==> config.mk <==
export PLATFORM = sky130hd
export DESIGN_NAME = tfr_recorder
export DESIGN_NICKNAME = d
export VERILOG_FILES = /design/src/core/tfr_pkg.sv /design/src/core/tfr_history.sv /design/src/core/tfr_recorder.sv
export VERILOG_INCLUDE_DIRS = /design/src /design/src/core
export SDC_FILE = /design/constraint.sdc
export NUM_CORES = 1
export LEC_CHECK = 0
export BUFFER_PORTS_ARGS = -buffer_cell sky130_fd_sc_hd__buf_2
export CAP_MARGIN = 20
export CORE_MARGIN = 2
export CORE_UTILIZATION = 33
export CTS_CLUSTER_DIAMETER = 30
export DETAILED_ROUTE_END_ITERATION = 8
export PLACE_DENSITY_LB_ADDON = 0.08
export SLEW_MARGIN = 20
export SYNTH_ARGS = -nofsm -noshare
export SYNTH_HDL_FRONTEND = slang
export SYNTH_SLANG_ARGS = --single-unit
export TNS_END_PERCENT = 5
==> constraint.sdc <==
create_clock -name clock -period 4 [get_ports clock]
set_input_delay 0.6 -clock clock [delete_from_list [all_inputs] [get_ports clock]]
set_output_delay 0.6 -clock clock [all_outputs]
set_load 0.05 [all_outputs]
==> src/core/tfr_map.svh <==
// Constants for the trip fault recorder: codes, timing and reset values
`ifndef TFR_MAP_SVH
`define TFR_MAP_SVH

// ---------------------------------------------
// Timing
// ---------------------------------------------
`define TFR_CLOCK_HZ 10000000
`define TFR_INPUT_OV_HOLDOFF_S 100

// ---------------------------------------------
// Error codes, shown as two decimal digits
// ---------------------------------------------
`define TFR_CODE_NONE 8'h00
`define TFR_CODE_OC_CONST 8'h01
`define TFR_CODE_OC_DECEL 8'h02
`define TFR_CODE_OC_ACCEL 8'h03
`define TFR_CODE_OC_OTHER 8'h04
`define TFR_CODE_OVERLOAD 8'h05
`define TFR_CODE_BRAKE 8'h06
`define TFR_CODE_BUS_OVER 8'h07
`define TFR_CODE_NVM 8'h08
`define TFR_CODE_BUS_UNDER 8'h09
`define TFR_CODE_SENSOR 8'h10
`define TFR_CODE_CPU 8'h11
`define TFR_CODE_EXTERNAL 8'h12
`define TFR_CODE_UNATTENDED 8'h13
`define TFR_CODE_GROUND 8'h14
`define TFR_CODE_INPUT_OV 8'h15
`define TFR_CODE_MODULE_HOT 8'h21
`define TFR_CODE_CPU_ALT 8'h22
`define TFR_CODE_THERMISTOR 8'h35

// ---------------------------------------------
// Motion phase encoding and history clear value
// ---------------------------------------------
`define TFR_PHASE_CONST 2'h0
`define TFR_PHASE_DECEL 2'h1
`define TFR_PHASE_ACCEL 2'h2
`define TFR_HIST_CLEAR_SEL 2'h0

// ---------------------------------------------
// Reset values
// ---------------------------------------------
`define TFR_RST_CODE 8'h00
`define TFR_RST_DATA 16'h0000
`define TFR_RST_COUNT 30'h0

`endif

==> src/core/tfr_pkg.sv <==
// Types shared by the trip fault recorder files
package tfr_pkg;

   // Operating states, one-hot
   typedef enum logic [4:0] {
      TFR_PWRUP = 5'h01,
      TFR_STOP = 5'h02,
      TFR_RUN = 5'h04,
      TFR_UNDERV = 5'h08,
      TFR_TRIP = 5'h10
   } tfr_state_t;

   // One history entry with its operating snapshot
   typedef struct packed {
      logic [7:0] code;
      logic [15:0] freq;
      logic [15:0] current;
      logic [15:0] bus;
   } tfr_entry_t;

endpackage

==> src/core/tfr_history.sv <==
// Trip history store: present entry with snapshot and two older codes
`timescale 1ns/1ps
`include "tfr_map.svh"

module tfr_history
(
   input wire logic clock,
   input wire logic sys_rst,
   input wire logic push,
   input wire logic clear,
   input wire tfr_pkg::tfr_entry_t entry,
   output tfr_pkg::tfr_entry_t present,
   output logic [7:0] prev1_code,
   output logic [7:0] prev2_code
);

   // ---------------------------------------------
   // State
   // ---------------------------------------------
   typedef struct packed {
      tfr_pkg::tfr_entry_t now;
      logic [7:0] p1;
      logic [7:0] p2;
   } tfr_hist_state_t;

   tfr_hist_state_t st;
   tfr_hist_state_t next_st;

   // New trip shifts history; a push beats a clear in the same cycle
   always_comb
   begin
      next_st = st;
      if (push)
      begin
         next_st.p2 = st.p1;
         next_st.p1 = st.now.code;
         next_st.now = entry;
      end
      else if (clear)
      begin
         next_st.now = '{`TFR_RST_CODE, `TFR_RST_DATA, `TFR_RST_DATA, `TFR_RST_DATA};
         next_st.p1 = `TFR_RST_CODE;
         next_st.p2 = `TFR_RST_CODE;
      end
   end

   // Register, synchronous reset
   always_ff @(posedge clock)
   begin
      if (sys_rst)
         st <= '{'{`TFR_RST_CODE, `TFR_RST_DATA, `TFR_RST_DATA, `TFR_RST_DATA},
                 `TFR_RST_CODE, `TFR_RST_CODE};
      else
         st <= next_st;
   end

   // Read data straight from the store
   assign present = st.now;
   assign prev1_code = st.p1;
   assign prev2_code = st.p2;

endmodule // tfr_history

==> src/core/tfr_recorder.sv <==
// Trip fault recorder: fault capture, drive shutoff, codes and history
`timescale 1ns/1ps
`include "tfr_map.svh"

module tfr_recorder
#(
   parameter int unsigned INPUT_OV_HOLDOFF_CYCLES =
      `TFR_INPUT_OV_HOLDOFF_S * `TFR_CLOCK_HZ
)
(
   input wire logic clock,
   input wire logic sys_rst,
   input wire logic oc_fault,
   input wire logic [1:0] oc_phase,
   input wire logic overload_fault,
   input wire logic brake_overuse,
   input wire logic bus_over_voltage,
   input wire logic nvm_fault,
   input wire logic bus_under_voltage,
   input wire logic current_sensor_fault,
   input wire logic cpu_fault,
   input wire logic cpu_alt_fault,
   input wire logic external_trip_input,
   input wire logic thermistor_fault,
   input wire logic ground_fault,
   input wire logic input_over_voltage,
   input wire logic module_overtemp,
   input wire logic low_input_voltage,
   input wire logic restart_failed,
   input wire logic run_command,
   input wire logic unattended_start_guard,
   input wire logic reset_control_input,
   input wire logic stop_reset_key,
   input wire logic [1:0] hist_clear_sel,
   input wire logic hist_clear_store,
   input wire logic nv_reset_mark_in,
   input wire logic [15:0] snap_freq,
   input wire logic [15:0] snap_current,
   input wire logic [15:0] snap_bus,
   output logic drive_enable,
   output logic tripped,
   output logic running,
   output logic uv_indication,
   output logic [7:0] display_code,
   output logic nv_reset_mark,
   output logic [7:0] mon_code,
   output logic [15:0] mon_freq,
   output logic [15:0] mon_current,
   output logic [15:0] mon_bus,
   output logic [7:0] mon_prev1,
   output logic [7:0] mon_prev2
);

   // ---------------------------------------------
   // Constants and types
   // ---------------------------------------------
   // Thirty bits cover the full hold-off at the system clock; a
   // shorter count may be passed in for simulation
   localparam logic [29:0] OV_LAST = 30'(INPUT_OV_HOLDOFF_CYCLES - 1);

   // Whole state of the block in one record; trip and run copy the
   // state so that those two outputs leave straight from a flip-flop
   typedef struct packed {
      tfr_pkg::tfr_state_t state;
      logic drive;
      logic uv;
      logic [7:0] disp;
      logic run_q;
      logic rst_q;
      logic was_run;
      logic [29:0] ov_cnt;
      logic ov_armed;
      logic nv_mark;
      logic trip; // Copy of the trip state for the output
      logic run; // Copy of the run state for the output
   } tfr_main_state_t;

   // Registered state, its next value and the decode between them
   tfr_main_state_t st;
   tfr_main_state_t next_st;
   logic fault_hit;
   logic [7:0] fault_code;
   logic push;
   logic [7:0] push_code;
   logic hist_clear;
   logic clear_req;
   logic run_rise;
   tfr_pkg::tfr_entry_t entry;
   tfr_pkg::tfr_entry_t present;

   // ---------------------------------------------
   // Helpers
   // ---------------------------------------------

   // Over-current code from the motion phase
   // Phase three and anything unknown count as other conditions
   function automatic logic [7:0] oc_code(input logic [1:0] phase);
      logic [7:0] c;
      c = `TFR_CODE_OC_OTHER;
      if (phase == `TFR_PHASE_CONST)
         c = `TFR_CODE_OC_CONST;
      else if (phase == `TFR_PHASE_DECEL)
         c = `TFR_CODE_OC_DECEL;
      else if (phase == `TFR_PHASE_ACCEL)
         c = `TFR_CODE_OC_ACCEL;
      return c;
   endfunction

   // Power-up checks run in one cycle only, the first after reset
   function automatic logic is_powerup(input tfr_pkg::tfr_state_t s);
      return s == tfr_pkg::TFR_PWRUP;
   endfunction

   // ---------------------------------------------
   // Fault priority
   // ---------------------------------------------

   // Only one code can be shown, so faults that threaten the power
   // stage outrank the supervisory ones
   // The power-up checks are gated by the state, so a ground fault or
   // a stale run level seen later never trips on its own
   always_comb
   begin
      fault_hit = 1'b1;
      fault_code = `TFR_CODE_NONE;
      if (ground_fault && is_powerup(st.state))
         fault_code = `TFR_CODE_GROUND;
      else if (oc_fault)
         fault_code = oc_code(oc_phase);
      else if (current_sensor_fault)
         fault_code = `TFR_CODE_SENSOR;
      else if (module_overtemp)
         fault_code = `TFR_CODE_MODULE_HOT;
      else if (bus_over_voltage)
         fault_code = `TFR_CODE_BUS_OVER;
      else if (bus_under_voltage)
         fault_code = `TFR_CODE_BUS_UNDER;
      else if (input_over_voltage && st.ov_armed)
         fault_code = `TFR_CODE_INPUT_OV;
      else if (cpu_fault)
         fault_code = `TFR_CODE_CPU;
      else if (cpu_alt_fault)
         fault_code = `TFR_CODE_CPU_ALT;
      else if (nvm_fault)
         fault_code = `TFR_CODE_NVM;
      else if (is_powerup(st.state) && nv_reset_mark_in)
         fault_code = `TFR_CODE_NVM;
      else if (brake_overuse)
         fault_code = `TFR_CODE_BRAKE;
      else if (overload_fault)
         fault_code = `TFR_CODE_OVERLOAD;
      else if (thermistor_fault)
         fault_code = `TFR_CODE_THERMISTOR;
      else if (external_trip_input)
         fault_code = `TFR_CODE_EXTERNAL;
      else if (is_powerup(st.state) && unattended_start_guard
               && run_command)
         fault_code = `TFR_CODE_UNATTENDED;
      else
         fault_hit = 1'b0;
   end

   // ---------------------------------------------
   // Edges and requests
   // ---------------------------------------------

   // Reset input clears on its rising edge only, so a held level
   // cannot keep clearing trips that arrive afterwards
   assign clear_req = stop_reset_key || (reset_control_input && !st.rst_q);
   // From stop, run starts on an edge of the command, never on a held level
   assign run_rise = run_command && !st.run_q;
   // History is erased only by a store strobe with the clear selection
   assign hist_clear = hist_clear_store && hist_clear_sel == `TFR_HIST_CLEAR_SEL;
   // The snapshot is taken from live data in the cycle of the trip
   assign entry = '{push_code, snap_freq, snap_current, snap_bus};

   // ---------------------------------------------
   // Operating state
   // ---------------------------------------------
   always_comb
   begin
      next_st = st;
      push = 1'b0;
      push_code = fault_code;
      // Delayed copies for edge detection and the outside reset mark
      next_st.run_q = run_command;
      next_st.rst_q = reset_control_input;
      next_st.nv_mark = reset_control_input;
      // Input over-voltage is ignored until the hold-off has run out
      // Once armed the counter stops, so it can never wrap
      if (!st.ov_armed)
      begin
         if (st.ov_cnt == OV_LAST)
            next_st.ov_armed = 1'b1;
         else
            next_st.ov_cnt = st.ov_cnt + 30'h1;
      end
      // Moves between stop, run and under-voltage; a trip overrides below
      case (st.state)
         tfr_pkg::TFR_PWRUP:
         begin
            // One cycle for the power-up checks, then stop or trip
            next_st.state = tfr_pkg::TFR_STOP;
         end
         tfr_pkg::TFR_STOP:
         begin
            // Low supply is looked at before a run request
            if (low_input_voltage)
            begin
               next_st.state = tfr_pkg::TFR_UNDERV;
               next_st.was_run = 1'b0;
            end
            else if (run_rise)
               next_st.state = tfr_pkg::TFR_RUN;
         end
         tfr_pkg::TFR_RUN:
         begin
            // The key or a dropped command stops the drive
            if (low_input_voltage)
            begin
               next_st.state = tfr_pkg::TFR_UNDERV;
               next_st.was_run = 1'b1;
            end
            else if (stop_reset_key || !run_command)
               next_st.state = tfr_pkg::TFR_STOP;
         end
         tfr_pkg::TFR_UNDERV:
         begin
            // Restart is tried when supply returns; only a failed
            // restart is recorded as a trip
            if (restart_failed)
            begin
               push = 1'b1;
               push_code = `TFR_CODE_BUS_UNDER;
            end
            else if (!low_input_voltage)
               next_st.state = st.was_run ? tfr_pkg::TFR_RUN : tfr_pkg::TFR_STOP;
         end
         tfr_pkg::TFR_TRIP:
         begin
            // Run is refused here; only a clear leaves the trip
            if (clear_req)
               next_st.state = tfr_pkg::TFR_STOP;
         end
         default:
         begin
            // Unused codes fall back to a safe stopped state
            next_st.state = tfr_pkg::TFR_STOP;
         end
      endcase
      // A fault trips from any state; one arriving with a clear wins
      if (fault_hit && (st.state != tfr_pkg::TFR_TRIP || clear_req))
         push = 1'b1;
      // Display follows the trip and is blanked once it is cleared
      if (push)
      begin
         next_st.state = tfr_pkg::TFR_TRIP;
         next_st.disp = push_code;
      end
      else if (next_st.state != tfr_pkg::TFR_TRIP)
         next_st.disp = `TFR_CODE_NONE;
      next_st.drive = next_st.state == tfr_pkg::TFR_RUN;
      next_st.uv = next_st.state == tfr_pkg::TFR_UNDERV;
      next_st.trip = next_st.state == tfr_pkg::TFR_TRIP;
      next_st.run = next_st.state == tfr_pkg::TFR_RUN;
   end

   // Register, synchronous reset; every field is named so that a new
   // field without a reset value stands out
   always_ff @(posedge clock)
   begin
      if (sys_rst)
      begin
         st.state <= tfr_pkg::TFR_PWRUP;
         st.drive <= 1'b0;
         st.uv <= 1'b0;
         st.disp <= `TFR_RST_CODE;
         st.run_q <= 1'b0;
         st.rst_q <= 1'b0;
         st.was_run <= 1'b0;
         st.ov_cnt <= `TFR_RST_COUNT;
         st.ov_armed <= 1'b0;
         st.nv_mark <= 1'b0;
         st.trip <= 1'b0;
         st.run <= 1'b0;
      end
      else
         st <= next_st;
   end

   // ---------------------------------------------
   // History store
   // ---------------------------------------------
   // Push and clear are decoded here; the store keeps the entries and
   // gives its outputs from its own registers
   tfr_history u_history
   (
      .clock(clock),
      .sys_rst(sys_rst),
      .push(push),
      .clear(hist_clear),
      .entry(entry),
      .present(present),
      .prev1_code(mon_prev1),
      .prev2_code(mon_prev2)
   );

   // ---------------------------------------------
   // Outputs, all from flip-flops
   // ---------------------------------------------
   assign drive_enable = st.drive;
   assign tripped = st.trip;
   assign running = st.run;
   assign uv_indication = st.uv;
   assign display_code = st.disp;
   assign nv_reset_mark = st.nv_mark;
   // Monitor outputs come from the history registers inside the store
   assign mon_code = present.code;
   assign mon_freq = present.freq;
   assign mon_current = present.current;
   assign mon_bus = present.bus;

endmodule // tfr_recorder

==> flow_summary.json, run 1 <==
{
  "maxSlewViolCount": 0,
  "grt_max_degree": 92,
  "synth_area_leaders": "dfxtp_1, a21oi_1, nand3_1",
  "synth_top_area_cell": "dfxtp_1",
  "netlist.area_leader.share_pct": 45.5,
  "num_io_pins": 161,
  "drive_gt1_share_pct": 26.1,
  "place.gp.congestion": 0.843,
  "status": "complete, no violations",
  "clock_latency_ns": 0.41,
  "setup_tns_ns": 0,
  "drv_cap": 0,
  "gr-total-overflow": 0,
  "area_growth_pct": 26.0,
  "instances_no_fill": 938,
  "antenna_found_initial": 0,
  "end_kind": "register",
  "wl_met1_um": 6800,
  "skew_ns": 0.00611,
  "cts.sinks": 114,
  "synthTopCellsByCount": "dfxtp_1, nand2_1, a21oi_1",
  "cts_resized": 0,
  "row_count": 45,
  "grtUsageTotal_pct": 17.3,
  "antennaDiodeCount": 0,
  "drt_iter0_markers": 228,
  "holdCritPathClass": "in -> reg",
  "coreArea_um2": 15000,
  "yosysUniqueCellTypes": 54,
  "p_total_mw": 3.04,
  "yosysMostFrequentCell": "dfxtp_1",
  "post_drt_wl_per_cell_um": 14.6,
  "synth-edff-count": 0,
  "required_ns": 4.33,
  "dieHeight_um": 127,
  "maxClockFrequency_mhz": 378,
  "slowest_delay_ns": 0.49,
  "crit_buf_inv": 1,
  "wl_met3_um": 800,
  "yosysSeqAreaShare_pct": 45.5,
  "setup_viol": 0,
  "grt_pass1_vias": 4437,
  "fin_crit_ns": 2.65,
  "routed_wirelength_um": 13700,
  "utilization_pct": 42.0,
  "dp.cells": 906,
  "slew_headroom_pct": 35.0,
  "post_cts.repair.setup_buffers": 0,
  "cts_tree": "yes",
  "fin_nets": 815,
  "wl_met2_um": 5900,
  "worstReg2RegStart": "st[51]",
  "hold_viol_final": 0,
  "synthArstFlopShare_pct": 0,
  "cts_max_path_buffers": 2,
  "htree_levels": 4,
  "grt_pass1_wl_um": 22300,
  "syn_area_um2": 5010,
  "syn-mean-instance-area_um2": 8.22,
  "io_buffers": 152,
  "worstPathMaxFanout": 45,
  "startpoint": "st[51]",
  "highest_layer": "met4",
  "ant_nets": 0,
  "vias": 4651,
  "critPathSlowestCell": "nor3_2",
  "p_per_area_nw_per_um2": 481,
  "drtPass1Iterations": 4,
  "cp_cell_sequence": "nor3_2 > nand3_1 > a31o_2 > nand2_2 > buf_4 > nand2_1 > a21oi_1",
  "dp_worst_setup_slack_ns": 1.04,
  "arrival_ns": 2.98,
  "start_kind": "register",
  "die-area_um2": 16200,
  "vias_per_cell": 4.96,
  "drc": 0,
  "tightest_slew_ns": 0.975,
  "hpwl_um": 9310,
  "start_util_pct": 33.3,
  "irDropWorstVdd_mv": 0.259,
  "min_period_over_period_pct": 66.1,
  "yosysWarnings": 0,
  "cp_top_family": "simple AND/OR/NAND/NOR gates",
  "leakage_nw": 2.69,
  "synthFlopType": "dfxtp_1",
  "cts-buffers-inserted": 17,
  "hold_start": "snap_freq[1]",
  "cts_hold_buffers": 0,
  "path_class": "reg -> reg",
  "fin_ws_ns": 1.35,
  "clockRootBuffer": "clkbuf_16",
  "clk_pin_slew_ns": 0.06,
  "ys_ff_latch": 114,
  "die_w_um": 127,
  "syn_inst": 610,
  "rsz0062_at_grt": "no"
}
## area by class of cell
type	count	area, µm²
clock buffer	24	502
clock inverter	8	76.3
timing repair buffer	154	778
tap	188	235
inverter	6	22.5
multi-input combinational	444	2420
sequential	114	2280
fill	1557	8720
## routing by layer
| metal | track usage [%] | vias to the layer above |
|---|---|---|
| met5 | 0 | - |
| met4 | 6.72 | 0 |
| met3 | 5.19 | 15 |
| met2 | 25.9 | 130 |
| met1 | 23.4 | 2147 |
| li1 | - | 2359 |
## state kept, by name, indices dropped and copies added (netlist names), 6 cells and up
| signal | cells |
|---|---|
| display_code | 6 |
| u_history.prev1_code | 6 |
| st | 38 |
| u_history.present | 54 |
| u_history.prev2_code | 6 |
## report_power, final
part	internal (mW)	switching [mW]	total [mW]
sequential	1.18	0.0274	1.21
combinational	0.0947	0.280	0.374
clock	0.933	0.521	1.45
total	2.21	0.828	3.04
## path summary, 6_finish.rpt
kind | to | slack [ns] | cells after the start
worst max-delay path | u_history.present[46] | 1.35 | 7
worst min-delay path | u_history.present[33] | 0.43 | 3
worst max register to register | u_history.present[46] | 1.35 | 7
worst min register to register | display_code[5] | 0.46 | 2
## placed cells by master, fill, tap and decap left out, types with 5 or more instances in the layout
| cell type | count |
|---|---|
| clkbuf_8 | 5 |
| a21oi_1 | 79 |
| or3_1 | 5 |
| nor2b_1 | 7 |
| conb_1 | 8 |
| clkbuf_16 | 17 |
| nor3_1 | 14 |
| nand2_1 | 88 |
| xor2_1 | 15 |
| nand3_1 | 74 |
| nand4_1 | 14 |
| xnor2_1 | 12 |
| inv_1 | 6 |
| dfxtp_1 | 114 |
| and2_1 | 5 |
| nor2_1 | 48 |
| nor4_1 | 7 |
| o21ai_0 | 11 |
| and3_1 | 5 |
| buf_2 | 151 |
## through the flow
step                      cell area (µm²)  hold WS (ns)
after global placement               5730         0.445
final                                6320         0.426
after detailed placement             5740         0.452
after global routing                 6320         0.404
after CTS                            6320         0.403
after floorplan                      5040         0.432
## cell families after synthesis
logic type / Yosys count / synth area share [%]
and+or+nand+nor: 288 / 28.0
AOI/OAI and AO/OA: 119 / 14.3
DFF: 114 / 45.5
buffers and inverters: 59 / 6.89
xor gates and xnor gates: 27 / 4.72
adders and majority gates: 2 / 0.499
other: 1 / 0.0748
## worst register-to-register path, cell delays in order (launching register included)
cell and delay [ns]:
dfxtp_1 0.37, nor3_2 0.49, nand3_1 0.25, a31o_2 0.32, nand2_2 0.35, buf_4 0.49, nand2_1 0.16, a21oi_1 0.14
No activity file was read; power rests on OpenSTA's default activity.
==> run 2: changes to the inputs <==
clock period = 2.4 ns   (was 4 ns; I/O delays follow)
==> run 2 against run 1 <==
  * Sequential share of layout area shrank 1.1 points
  * Cell area grew 3.1%
  * Die area is the same
  * Via count grew 1.9%
  * Sequential cell count is the same
  * Worst hold slack lost 0.25 ns
  * Global-route usage grew 0.058 points
  * Critical path depth is the same
  * Setup slack lost 1.2 ns
  * Largest power group unchanged
==> flow_summary.json, run 2 (same netlist as run 1, synthesis figures left out) <==
{
  "status": "complete, no violations",
  "vias": 4739,
  "area_growth_pct": 29.9,
  "holdCritPathClass": "in -> reg",
  "cp_cell_sequence": "or4b_2 > nor4_1 > and3_1 > buf_4 > nor3_1 > xnor2_1 > nor2_1",
  "die-area_um2": 16200,
  "coreArea_um2": 15000,
  "gr-usage-met3_pct": 5.32,
  "drt_iter0_markers": 247,
  "start_util_pct": 33.3,
  "ant_nets": 0,
  "fin_crit_ns": 2.26,
  "layout_common_cells": "buf_2, dfxtp_1, nand2_1",
  "drc": 0,
  "rsz0062_at_grt": "no",
  "p_total_mw": 5.25,
  "critPathSlowestCell": "or4b_2",
  "cts_hold_buffers": 0,
  "grt_pass1_wl_um": 22500,
  "setup_viol": 0,
  "cts_max_path_buffers": 2,
  "clock_latency_ns": 0.42,
  "antennaDiodeCount": 0,
  "dp_worst_setup_slack_ns": 0.127,
  "largest_register_ffs": 54,
  "io_buffers": 152,
  "setup_tns_ns": 0,
  "post_cts.repair.setup_buffers": 0,
  "hpwl_um": 9590,
  "drtPass1Iterations": 7,
  "cts_resized": 0,
  "arrival_ns": 2.51,
  "end_kind": "register",
  "place.gp.congestion": 0.882,
  "slowest_delay_ns": 0.69,
  "routed_wirelength_um": 13800,
  "timing.hold.ws_ns": 0.178,
  "path_class": "reg -> reg",
  "tightest_slew_ns": 0.957,
  "worstPathMaxFanout": 7,
  "p_per_area_nw_per_um2": 806,
  "grt_max_degree": 92,
  "drive_gt1_share_pct": 27.3,
  "clockRootBuffer": "clkbuf_16",
  "use_met1_pct": 23.7,
  "slew_headroom_pct": 36.2,
  "clk_pin_slew_ns": 0.06,
  "cts_tree": "yes",
  "cp_top_family": "simple AND/OR/NAND/NOR gates",
  "cts.sinks": 114,
  "htree_levels": 4,
  "hold_viol_final": 0,
  "vias_per_cell": 4.98,
  "irDropWorstVdd_mv": 0.480,
  "post_drt_wl_per_cell_um": 14.5,
  "row_count": 45,
  "dieHeight_um": 127,
  "gr-total-overflow": 0,
  "grtUsageTotal_pct": 17.3,
  "top_usage_layer": "met2",
  "cts-buffers-inserted": 17,
  "antenna_found_initial": 0,
  "num_io_pins": 161,
  "min_period_over_period_pct": 94.1,
  "leakage_nw": 2.79,
  "start_kind": "register",
  "fin_nets": 828,
  "die_w_um": 127,
  "crit_buf_inv": 1,
  "grt_use_met2_pct": 25.8,
  "maxSlewViolCount": 0,
  "grt_pass1_vias": 4450,
  "fin_ws_ns": 0.143,
  "maxClockFrequency_mhz": 443,
  "skew_ns": 0.0143,
  "drv_cap": 0,
  "final_common_cell": "buf_2",
  "required_ns": 2.66
}
run 2: changes by cell type in the layout (fill, tap and decap cells not counted):
cell	change
clkbuf_1	+1
clkbuf_8	-1
clkinv_2	-1
buf_12	+5
buf_4	+8
clkinv_4	+1
clkinvlp_4	-2
bufinv_16	+2
nand2_4	-1
nand2_2	+1
run 2: per-stage QoR:
stage | cell area, µm² | util [%] | std cells
2_1_floorplan | 5040 | - | 617
3_3_place_gp | 5890 | 39.2 | 919
3_5_place_dp | 5890 | 39.2 | 919
4_1_cts | 6510 | 43.3 | 951
5_1_grt | 6510 | 43.3 | 951
6_report | 6510 | 43.3 | 951
run 2: final cells by class:
type	count	area [µm²]
clock inverter	8	125
timing repair buffer	167	938
fill	1564	8520
inverter	6	22.5
multi-input combinational	444	2420
tap	188	235
clock buffer	24	492
sequential	114	2280
run 2: worst min-delay path: cells and delay by family:
kind,cells,cell delay [ns]
AO/OA/AOI/OAI,1,0.05
AND/OR/NAND/NOR,1,0.05
buffers and inverters,1,0.09
run 2: metal layers:
| metal | part of all wire (%) | vias up | wire length (µm) |
|---|---|---|---|
| met3 | 5.5 | 10 | 757 |
| met5 | 0 | - | 0 |
| met4 | 1.2 | 0 | 172 |
| li1 | - | 2399 | - |
| met2 | 45 | 147 | 6140 |
| met1 | 49 | 2183 | 6690 |
run 2: worst paths after layout:
kind,to,slack [ns],startpoint,depth (start not counted)
worst max-delay path,st[11],0.14,st[17],7
worst min-delay path,u_history.present[29],0.18,snap_current[13],3
worst max register to register,st[11],0.14,st[17],7
worst min register to register,display_code[3],0.46,display_code[3],2
run 2: report_power, final:
part / internal, mW / switching, mW
clock: 1.74 / 0.855
sequential: 1.97 / 0.0460
combinational: 0.171 / 0.467
